--- src/hw/wake_timer_pkg.sv ---
// Constants shared by the battery-mode wake timer and its timer core.
package wake_timer_pkg;

    // System clock and crystal time base.
    localparam int unsigned CLK_HZ = 40000000;
    localparam int unsigned XTAL_HZ = 32768;
    localparam int ACC_W = 26;
    localparam logic [25:0] ACC_STEP = 26'(XTAL_HZ);
    localparam logic [25:0] ACC_WRAP = 26'(CLK_HZ);

    // Count unit lengths in milliseconds and in crystal cycles.
    localparam longint unsigned UNIT_SHORT_MS = 2500;
    localparam longint unsigned UNIT_LONG_MS = 60000;
    localparam int UNIT_W = 21;
    localparam int unsigned UNIT_SHORT_TICKS =
        32'(XTAL_HZ * UNIT_SHORT_MS / 64'd1000);
    localparam int unsigned UNIT_LONG_TICKS =
        32'(XTAL_HZ * UNIT_LONG_MS / 64'd1000);

    // Crystal cycles from wake to processor start, at most three.
    localparam int unsigned START_XTAL_MAX = 3;
    localparam logic [1:0] START_TICKS = 2'h2;

    // Register byte offsets.
    localparam logic [4:0] OFS_CTRL = 5'h00;
    localparam logic [4:0] OFS_MODE_REQ = 5'h04;
    localparam logic [4:0] OFS_STATUS = 5'h08;
    localparam logic [4:0] OFS_MASK = 5'h0C;
    localparam logic [4:0] OFS_STATE = 5'h10;

    // Control register fields.
    localparam int CTRL_ARM = 0;
    localparam int CTRL_UNIT = 1;
    localparam int CTRL_CNT_LO = 2;
    localparam int CTRL_RUN = 5;
    localparam int CNT_W = 3;

    // Mode request fields.
    localparam int REQ_SLEEP = 0;
    localparam int REQ_DISPLAY = 1;

    // Status and mask fields.
    localparam int EV_W = 3;
    localparam int EV_TIMER = 0;
    localparam int EV_BUTTON = 1;
    localparam int EV_POWER = 2;
    localparam logic [2:0] EV_RESET = 3'h0;

    // Operating modes, one-hot.
    typedef enum logic [4:0] {
        ST_MISSION = 5'h01,
        ST_BROWNOUT = 5'h02,
        ST_DISPLAY = 5'h04,
        ST_SLEEP = 5'h08,
        ST_WAKING = 5'h10
    } mode_t;

endpackage

--- src/hw/wake_timer_if.sv ---
// Signals between the mode controller and the wake interval timer core.
`timescale 1ns/10ps
interface wake_timer_if;
    logic tick;
    logic arm;
    logic interval_unit_select;
    logic [2:0] interval_count_field;
    logic start;
    logic clear;
    logic armed;
    logic counting;
    logic expired;

    modport timer (
        input tick, arm, interval_unit_select, interval_count_field,
        input start, clear,
        output armed, counting, expired
    );
    modport ctrl (
        output tick, arm, interval_unit_select, interval_count_field,
        output start, clear,
        input armed, counting, expired
    );
endinterface

--- src/hw/wake_interval_timer.sv ---
// Wake interval timer core counting crystal ticks in selectable units.
`timescale 1ns/10ps
module wake_interval_timer #(
    parameter int unsigned UNIT_SHORT_TICKS =
        wake_timer_pkg::UNIT_SHORT_TICKS,
    parameter int unsigned UNIT_LONG_TICKS =
        wake_timer_pkg::UNIT_LONG_TICKS
) (
    // Clock and reset
    input wire logic clk_sys,
    input wire logic rst,
    // Control side
    wake_timer_if.timer t
);
    localparam logic [20:0] SHORT_LAST = 21'(UNIT_SHORT_TICKS - 1);
    localparam logic [20:0] LONG_LAST = 21'(UNIT_LONG_TICKS - 1);

    logic long_unit;
    logic [20:0] unit_cnt;
    logic [2:0] periods_left;
    logic [20:0] unit_last;

    assign unit_last = long_unit ? LONG_LAST : SHORT_LAST;

    always_ff @(posedge clk_sys) begin
        if (rst) begin
            t.armed <= 1'b0;
            t.counting <= 1'b0;
            t.expired <= 1'b0;
            long_unit <= 1'b0;
            unit_cnt <= 21'h000000;
            periods_left <= 3'h0;
        end else begin
            t.expired <= 1'b0;
            if (t.clear) begin
                t.armed <= 1'b0;
                t.counting <= 1'b0;
                unit_cnt <= 21'h000000;
                periods_left <= 3'h0;
            end else if (t.arm) begin
                t.armed <= 1'b1;
                t.counting <= 1'b0;
                unit_cnt <= 21'h000000;
                long_unit <= t.interval_unit_select;
                periods_left <= (t.interval_count_field == 3'h0) ?
                    3'h1 : t.interval_count_field;
            end else if (t.start && t.armed) begin
                t.counting <= 1'b1;
            end else if (t.counting && t.tick) begin
                if (unit_cnt == unit_last) begin
                    unit_cnt <= 21'h000000;
                    periods_left <= periods_left - 3'h1;
                    if (periods_left == 3'h1) begin
                        t.counting <= 1'b0;
                        t.expired <= 1'b1;
                    end
                end else begin
                    unit_cnt <= unit_cnt + 21'h000001;
                end
            end
        end
    end
endmodule

--- src/hw/battery_mode_wake_timer.sv ---
// Battery-mode wake controller with wake timer and Avalon-MM registers.
//
// Summary of operation
// - In sleep or display-only mode, wake stays low until expiry, a button press or power return.
// - On expiry wake rises; processor runs within three crystal cycles.
// - A timer-caused wake sets the timer wake status flag.
// - Counting starts when the chip enters a low-power mode.
// - Unit select: one minute when 1, 2.5 seconds when 0.
// - Three-bit count field gives one to seven units.
// - Arming presets the timer; a mode request starts it.
// - Waking clears and disarms; firmware rearms each time.
// - A timer wake brings the chip up in brownout mode.
// - Low power ends only on power, timer expiry or button.
`timescale 1ns/10ps
module battery_mode_wake_timer #(
    parameter int unsigned UNIT_SHORT_TICKS =
        wake_timer_pkg::UNIT_SHORT_TICKS,
    parameter int unsigned UNIT_LONG_TICKS =
        wake_timer_pkg::UNIT_LONG_TICKS
) (
    // Clock and reset
    input wire logic clk_sys,
    input wire logic rst,
    // Avalon-MM slave
    input wire logic [4:0] avs_address,
    input wire logic avs_read,
    input wire logic avs_write,
    input wire logic [31:0] avs_writedata,
    input wire logic [3:0] avs_byteenable,
    output logic [31:0] avs_readdata,
    output logic avs_waitrequest,
    // Wake sources
    input wire logic system_power_ok,
    input wire logic pushbutton_event,
    // Mode and wake outputs
    output logic wake,
    output logic cpu_run,
    output logic mission_mode,
    output logic brownout_mode,
    output logic display_only_mode,
    output logic sleep_mode,
    // Interrupt
    output logic irq
);
    wake_timer_if tif ();

    wake_timer_pkg::mode_t state;
    wake_timer_pkg::mode_t next_state;

    logic [25:0] xtal_acc;
    logic xtal_tick;
    logic interval_unit_select;
    logic [2:0] interval_count_field;
    logic arm_pulse;
    logic sleep_request;
    logic display_only_request;
    logic [1:0] start_ticks;
    logic [2:0] status;
    logic [2:0] mask;
    logic [2:0] ev_set;
    logic [2:0] ev_clr;
    logic timer_wake_event;
    logic button_wake;
    logic power_return;
    logic low_power;
    logic pb_prev;
    logic pb_rise;
    logic wr_hit;
    logic [31:0] next_readdata;
    logic [2:0] next_status;
    logic [2:0] next_mask;

    wake_interval_timer #(
        .UNIT_SHORT_TICKS(UNIT_SHORT_TICKS),
        .UNIT_LONG_TICKS(UNIT_LONG_TICKS)
    ) u_timer (
        .clk_sys(clk_sys),
        .rst(rst),
        .t(tif.timer)
    );

    // crystal rate enable
    // A phase accumulator gives the exact mean crystal rate from 40 MHz;
    // single ticks jitter by one system cycle, far below a count unit.
    always_ff @(posedge clk_sys) begin
        if (rst) begin
            xtal_acc <= 26'h0000000;
            xtal_tick <= 1'b0;
        end else if (xtal_acc >= wake_timer_pkg::ACC_WRAP -
                wake_timer_pkg::ACC_STEP) begin
            xtal_acc <= xtal_acc + wake_timer_pkg::ACC_STEP -
                wake_timer_pkg::ACC_WRAP;
            xtal_tick <= 1'b1;
        end else begin
            xtal_acc <= xtal_acc + wake_timer_pkg::ACC_STEP;
            xtal_tick <= 1'b0;
        end
    end

    assign low_power = (state == wake_timer_pkg::ST_DISPLAY) ||
        (state == wake_timer_pkg::ST_SLEEP);
    assign timer_wake_event = low_power && tif.expired &&
        !system_power_ok;
    // Only the rising edge of the button counts, so a press still held
    // when firmware goes back to low power does not wake it at once.
    assign pb_rise = pushbutton_event && !pb_prev;
    assign button_wake = low_power && pb_rise &&
        !system_power_ok && !tif.expired;
    // Power return is flagged on any entry to mission, from brownout too.
    assign power_return = (state != wake_timer_pkg::ST_MISSION) &&
        (next_state == wake_timer_pkg::ST_MISSION);

    always_ff @(posedge clk_sys) begin
        if (rst) begin
            pb_prev <= 1'b0;
        end else begin
            pb_prev <= pushbutton_event;
        end
    end

    always_comb begin
        next_state = state;
        case (state)
            wake_timer_pkg::ST_MISSION: begin
                if (!system_power_ok) begin
                    next_state = wake_timer_pkg::ST_BROWNOUT;
                end
            end
            wake_timer_pkg::ST_BROWNOUT: begin
                if (system_power_ok) begin
                    next_state = wake_timer_pkg::ST_MISSION;
                end else if (display_only_request) begin
                    next_state = wake_timer_pkg::ST_DISPLAY;
                end else if (sleep_request) begin
                    next_state = wake_timer_pkg::ST_SLEEP;
                end
            end
            wake_timer_pkg::ST_DISPLAY,
            wake_timer_pkg::ST_SLEEP: begin
                if (system_power_ok) begin
                    next_state = wake_timer_pkg::ST_MISSION;
                end else if (timer_wake_event || button_wake) begin
                    next_state = wake_timer_pkg::ST_WAKING;
                end
            end
            wake_timer_pkg::ST_WAKING: begin
                if (system_power_ok) begin
                    next_state = wake_timer_pkg::ST_MISSION;
                end else if (start_ticks == wake_timer_pkg::START_TICKS) begin
                    next_state = wake_timer_pkg::ST_BROWNOUT;
                end
            end
            default: begin
                next_state = wake_timer_pkg::ST_MISSION;
            end
        endcase
    end

    always_ff @(posedge clk_sys) begin
        if (rst) begin
            state <= wake_timer_pkg::ST_MISSION;
        end else begin
            state <= next_state;
        end
    end

    // bounded start delay
    // Crystal ticks are counted from the wake rise; the processor is
    // released on the second one, inside the three-cycle limit.
    always_ff @(posedge clk_sys) begin
        if (rst) begin
            start_ticks <= 2'h0;
        end else if (state != wake_timer_pkg::ST_WAKING) begin
            start_ticks <= 2'h0;
        end else if (xtal_tick) begin
            start_ticks <= start_ticks + 2'h1;
        end
    end

    always_ff @(posedge clk_sys) begin
        if (rst) begin
            wake <= 1'b1;
            cpu_run <= 1'b1;
            mission_mode <= 1'b1;
            brownout_mode <= 1'b0;
            display_only_mode <= 1'b0;
            sleep_mode <= 1'b0;
        end else begin
            wake <= (next_state != wake_timer_pkg::ST_DISPLAY) &&
                (next_state != wake_timer_pkg::ST_SLEEP);
            cpu_run <= (next_state == wake_timer_pkg::ST_MISSION) ||
                (next_state == wake_timer_pkg::ST_BROWNOUT);
            mission_mode <= next_state == wake_timer_pkg::ST_MISSION;
            brownout_mode <= next_state == wake_timer_pkg::ST_BROWNOUT;
            display_only_mode <= next_state == wake_timer_pkg::ST_DISPLAY;
            sleep_mode <= next_state == wake_timer_pkg::ST_SLEEP;
        end
    end

    // Timer core hookup.
    assign tif.tick = xtal_tick;
    assign tif.arm = arm_pulse;
    assign tif.interval_unit_select = interval_unit_select;
    assign tif.interval_count_field = interval_count_field;
    assign tif.start = (state == wake_timer_pkg::ST_BROWNOUT) &&
        ((next_state == wake_timer_pkg::ST_DISPLAY) ||
        (next_state == wake_timer_pkg::ST_SLEEP));
    // disarm on every wake
    // Clearing on the way out of low power, rather than while running,
    // lets firmware arm from brownout before it asks for low power.
    assign tif.clear = low_power && !(next_state == state);

    // Avalon-MM slave: one wait cycle, then the request is answered.
    // Read data is registered in the wait cycle, which keeps the decode
    // off the bus output path at the cost of one cycle per access.
    assign wr_hit = avs_write && !avs_waitrequest && avs_byteenable[0];

    always_ff @(posedge clk_sys) begin
        if (rst) begin
            avs_waitrequest <= 1'b1;
        end else begin
            avs_waitrequest <= !((avs_read || avs_write) &&
                avs_waitrequest);
        end
    end

    always_comb begin
        next_readdata = 32'h00000000;
        case (avs_address)
            wake_timer_pkg::OFS_CTRL: begin
                next_readdata[wake_timer_pkg::CTRL_ARM] = tif.armed;
                next_readdata[wake_timer_pkg::CTRL_UNIT] =
                    interval_unit_select;
                next_readdata[wake_timer_pkg::CTRL_CNT_LO +:
                    wake_timer_pkg::CNT_W] = interval_count_field;
                next_readdata[wake_timer_pkg::CTRL_RUN] = tif.counting;
            end
            wake_timer_pkg::OFS_MODE_REQ: begin
                next_readdata[wake_timer_pkg::REQ_SLEEP] = sleep_request;
                next_readdata[wake_timer_pkg::REQ_DISPLAY] =
                    display_only_request;
            end
            wake_timer_pkg::OFS_STATUS: begin
                next_readdata[wake_timer_pkg::EV_W-1:0] = status;
            end
            wake_timer_pkg::OFS_MASK: begin
                next_readdata[wake_timer_pkg::EV_W-1:0] = mask;
            end
            wake_timer_pkg::OFS_STATE: begin
                next_readdata[4:0] = state;
            end
            default: begin
                next_readdata = 32'h00000000;
            end
        endcase
    end

    always_ff @(posedge clk_sys) begin
        if (rst) begin
            avs_readdata <= 32'h00000000;
        end else if (avs_read && avs_waitrequest) begin
            avs_readdata <= next_readdata;
        end
    end

    // arm loads settings
    // Settings and the arm pulse share one write, so the preset always
    // sees the values written alongside it.
    always_ff @(posedge clk_sys) begin
        if (rst) begin
            interval_unit_select <= 1'b0;
            interval_count_field <= 3'h1;
            arm_pulse <= 1'b0;
        end else begin
            arm_pulse <= 1'b0;
            if (wr_hit && avs_address == wake_timer_pkg::OFS_CTRL) begin
                interval_unit_select <=
                    avs_writedata[wake_timer_pkg::CTRL_UNIT];
                interval_count_field <= avs_writedata[
                    wake_timer_pkg::CTRL_CNT_LO +: wake_timer_pkg::CNT_W];
                arm_pulse <= avs_writedata[wake_timer_pkg::CTRL_ARM];
            end
        end
    end

    // Mode requests act only from brownout and are dropped once taken,
    // so a stale request cannot send the chip back to low power.
    always_ff @(posedge clk_sys) begin
        if (rst) begin
            sleep_request <= 1'b0;
            display_only_request <= 1'b0;
        end else if (state != wake_timer_pkg::ST_BROWNOUT ||
                next_state != state) begin
            sleep_request <= 1'b0;
            display_only_request <= 1'b0;
        end else if (wr_hit &&
                avs_address == wake_timer_pkg::OFS_MODE_REQ) begin
            sleep_request <= avs_writedata[wake_timer_pkg::REQ_SLEEP];
            display_only_request <=
                avs_writedata[wake_timer_pkg::REQ_DISPLAY];
        end
    end

    assign ev_set = {power_return, button_wake, timer_wake_event};
    assign ev_clr = (wr_hit && avs_address == wake_timer_pkg::OFS_STATUS) ?
        avs_writedata[wake_timer_pkg::EV_W-1:0] : wake_timer_pkg::EV_RESET;

    // A set in the same cycle as a write-one clear wins.
    assign next_status = (status & ~ev_clr) | ev_set;
    assign next_mask = (wr_hit &&
        avs_address == wake_timer_pkg::OFS_MASK) ?
        avs_writedata[wake_timer_pkg::EV_W-1:0] : mask;

    always_ff @(posedge clk_sys) begin
        if (rst) begin
            status <= wake_timer_pkg::EV_RESET;
        end else begin
            status <= next_status;
        end
    end

    always_ff @(posedge clk_sys) begin
        if (rst) begin
            mask <= wake_timer_pkg::EV_RESET;
        end else begin
            mask <= next_mask;
        end
    end

    // The interrupt follows the next status and mask, so a mask write
    // shows on it in the same cycle as in the mask register.
    always_ff @(posedge clk_sys) begin
        if (rst) begin
            irq <= 1'b0;
        end else begin
            irq <= |(next_status & next_mask);
        end
    end
endmodule

--- config.mk ---
export PLATFORM = sky130hd
export DESIGN_NAME = battery_mode_wake_timer
export DESIGN_NICKNAME = d
export VERILOG_FILES = /design/src/hw/wake_timer_pkg.sv /design/src/hw/wake_timer_if.sv /design/src/hw/wake_interval_timer.sv /design/src/hw/battery_mode_wake_timer.sv
export SDC_FILE = /design/constraint.sdc
export NUM_CORES = 1
export LEC_CHECK = 0
export ABC_AREA = 1
export BUFFER_PORTS_ARGS = -buffer_cell sky130_fd_sc_hd__buf_2
export CAP_MARGIN = 20
export CELL_PAD_IN_SITES_DETAIL_PLACEMENT = 1
export CELL_PAD_IN_SITES_GLOBAL_PLACEMENT = 1
export CORE_MARGIN = 4
export CORE_UTILIZATION = 35
export DETAILED_ROUTE_END_ITERATION = 10
export PLACE_DENSITY_LB_ADDON = 0.2
export SYNTH_ARGS = -nofsm -noshare
export SYNTH_HDL_FRONTEND = slang
export SYNTH_HIERARCHICAL = 1
export SYNTH_SLANG_ARGS = --single-unit
--- constraint.sdc ---
create_clock -name clk_sys -period 2.4 [get_ports clk_sys]
set_clock_uncertainty 0.15 [all_clocks]
set_input_delay 0.72 -clock clk_sys [delete_from_list [all_inputs] [get_ports clk_sys]]
set_output_delay 0.72 -clock clk_sys [all_outputs]
set_load 0.05 [all_outputs]
==> metrics.yaml <==
p_per_area_nw_per_um2: 558.6
rsz0062_at_grt: "yes"
grt_max_degree: 26
synthArstFlopShare: 0
grt_pass1_vias: 4622
hold_viol_final: 0
final_common_cell: "nand2_1"
p_leak_uw: 0.002476
first_pass_iters: 4
crit_path_end_kind: "flip-flop"
grtUsageTotal: 0.1817
crit_path_cell_trace: "buf_4 -> nand2_1 -> nand2_1 -> nor2_4 -> nor2_1 -> nand2_1 -> nand2_2 -> buf_4 -> nand2_1 -> nand3_1 -> nor2_2 -> a21boi_2 -> nor2_2 -> inv_2 -> nor2_1 -> nand2_1 -> nor2_1"
hp-class: "reg2reg"
start_kind: "flip-flop"
cts_tree: "done"
hold_buffers: 0
cts_root_buf: "clkbuf_16"
rows: 41
rrSetupSlack_ns: -0.01
r2r-end: "u_timer/unit_cnt[11]"
grt_overflow: 0
cp_slowest_cell: "dfxtp_2"
vias: 4463
ant_nets: 0
synthesis.instances: 691
cts_buffer_depth: 2
critPathKind: "reg2reg"
reg2reg_depth: 17
status: "complete, but fails checks"
layout.cell_area.non_filler_um2: 5579
fillCellCount: 1684
clk_pin_slew_ns: 0.06
gp_congestion: 0.9490
crit_family: "simple AND/OR/NAND/NOR gates"
grt_first_pass_wirelength_mm: 21.76
syn_area_um2: 4626
cts_buffers: 9
synthFlopType: "dfxtp_1"
ys_warn_count: 6
finalSetupTns_ns: -0.01722
pwr-share-clk: 0.420
start_util: 0.3621
synth_edf_count: 0
drc_errors: 0
drv_cap: 0
worstHoldStart: "avs_waitrequest"
whs_ns: 0.3101
p_seq_frac: 0.445
syn_area_per_cell_um2: 6.694
r2r_start: "state[2]"
postPlaceCellArea_um2: 5109
syn_to_final_growth_pct: 20.61
drt-initial-drc-count: 190
min_period_ns: 2.412
multi_input_area_um2: 2562
ys_types: 41
hold_depth: 1
max_freq_ghz: 0.4145
synth_seq_area_share: 0.3506
peakVddDrop_uv: 387.3
hold_path_end: "avs_waitrequest"
numPortBuffers: 30
finalSetupViolations: 2
pin_count: 87
power_uw: 3116
period_share: 1.005
tightest_slew_ns: 0.6533
slew_viol_final: 0
seq_area_um2: 1632
num_antenna_cells: 0
viasPerCell: 4.733
max_stage_delay_ns: 0.33
arrival_ns: 2.54
drive_gt1_frac: 0.2088
finalWorstSetupSlack_ns: -0.01226
wl_per_cell_um: 13.85
clkLatencyLatePin_ns: 0.34
die_area_um2: 15120
pwr-share-comb: 0.135
switching_share: 0.2824
path_max_fanout: 5
die_width_um: 123.0
die_y_um: 123.0
cp_num_buf_inv: 3
h-tree-depth: 3
relSlewSlack: 0.5606
layout.nets: 821
place_hpwl_mm: 9.965
final_cell_mix: "nand2_1, nor2_1, inv_1, dfxtp_1, buf_4"
failed_checks: "negative setup slack"
switchingPower_uw: 880.0
ys_ff_latch: 81
final_core_util: 0.4368
routed_wl_mm: 13.06
cts_sinks: 81
cpMostUsedCell: "nand2_1"
intPower_uw: 2237
antenna_found_initial: 0
coreArea_um2: 12770
required_ns: 2.53
## what timing repair did
| item | in CTS | in global routing |
|---|---|---|
| hold endpoints to repair | 0 | 0 |
| endpoints found under the setup margin | 19 | 26 |
| gates resized for setup | 10 | 31 |
| pin swaps | 5 | 15 |
| buffers inserted | 2 | 7 |
## cell type report
type | count | area share
clock inverter | 3 | 0.002691
inverter | 99 | 0.06661
multi-input combinational | 497 | 0.4593
timing repair buffer | 78 | 0.09374
tap | 172 | 0.03857
sequential | 81 | 0.2924
clock buffer | 13 | 0.04665
## how the worst max path moves through the flow
stage	start	to	slack (ns)	depth (start not counted)
floorplan	system_power_ok	u_timer/unit_cnt[17]	0.01	14
global placement	system_power_ok	u_timer/unit_cnt[17]	-0.31	15
detailed placement	system_power_ok	u_timer/unit_cnt[17]	-0.37	15
CTS	state[1]	u_timer/unit_cnt[18]	-0.004	16
global route	state[2]	u_timer/unit_cnt[1]	-0.20	19
finish	state[2]	u_timer/unit_cnt[11]	-0.01	17
## routing by layer
| metal | track usage | up-vias | wire length [um] |
|---|---|---|---|
| li1 | - | 2294 | - |
| met1 | 0.2423 | 2115 | 6401 |
| met2 | 0.2983 | 43 | 6188 |
| met3 | 0.03934 | 11 | 332 |
| met4 | 0.04829 | 0 | 134 |
| met5 | 0 | - | 0 |
## through the flow
step                setup WS (ns)  std cells
finish                   -0.01226        943
CTS                     -0.003593        936
detailed placement        -0.3730        918
floorplan                 0.01361        716
global route              -0.2028        943
global placement          -0.3118        918
## kinds of logic (layout without fill, tap and decap cells)
logic type / count (synthesis) / in the layout / share of synthesized area
and+or+nand+nor: 359 / 359 / 0.3484
adders and majority gates: 8 / 8 / 0.02164
DFF: 81 / 81 / 0.3506
other: 1 / 26 / 0.0008107
buffers and inverters: 138 / 193 / 0.1412
AOI/OAI and AO/OA: 87 / 87 / 0.1052
xor gates and xnor gates: 17 / 17 / 0.03219
## sequential cells by signal, summed over array words and instances (netlist names), 3 cells and up
signal	count
interval_count_field	3
u_timer/unit_cnt	21
avs_readdata	6
status	3
xtal_acc	17
u_timer/periods_left	3
state	5
mask	3
## synthesized netlist by cell type, types with 2 or more instances
cell type	count	area, um^2
nand2_1	146	548.0
nor2_1	104	390.4
inv_1	95	356.6
dfxtp_1	81	1622
nand3_1	45	225.2
a21oi_1	36	180.2
o21ai_0	29	145.1
buf_4	27	202.7
nand4_1	16	100.1
xor2_1	12	105.1
nor2_2	11	68.82
nand2_2	9	56.30
ha_1	8	100.1
nor3_1	8	40.04
clkbuf_1	5	18.77
xnor2_1	5	43.79
buf_6	4	45.04
inv_2	4	15.01
nor2_4	4	45.04
o211ai_1	4	30.03
o22ai_1	4	25.02
and3_1	3	18.77
buf_2	3	15.01
a21boi_0	2	15.01
nand2_4	2	22.52
nand3_2	2	20.02
nor3_2	2	20.02
nor4_1	2	12.51
o21a_1	2	15.01
o21ai_1	2	10.01
o21ai_2	2	17.52
o221ai_1	2	17.52
or2_2	2	12.51
## worst reg2reg max path, stage by stage (launching register included)
cell and delay [ns]:
dfxtp_2 0.33, buf_4 0.14, nand2_1 0.06, nand2_1 0.08, nor2_4 0.19, nor2_1 0.06, nand2_1 0.07, nand2_2 0.07
buf_4 0.14, nand2_1 0.05, nand3_1 0.10, nor2_2 0.17, a21boi_2 0.08, nor2_2 0.14, inv_2 0.08, nor2_1 0.24
nand2_1 0.10, nor2_1 0.10
## power by group through the flow
stage / logic (uW) / clock network (uW) / registers (uW)
global placement: 380 / 0 / 1420
global route: 451 / 1430 / 1390
detailed placement: 388 / 0 / 1420
CTS: 390 / 1360 / 1390
finish: 420 / 1310 / 1390
floorplan: 257 / 0 / 1460
Power figures use the tool's default switching activity.
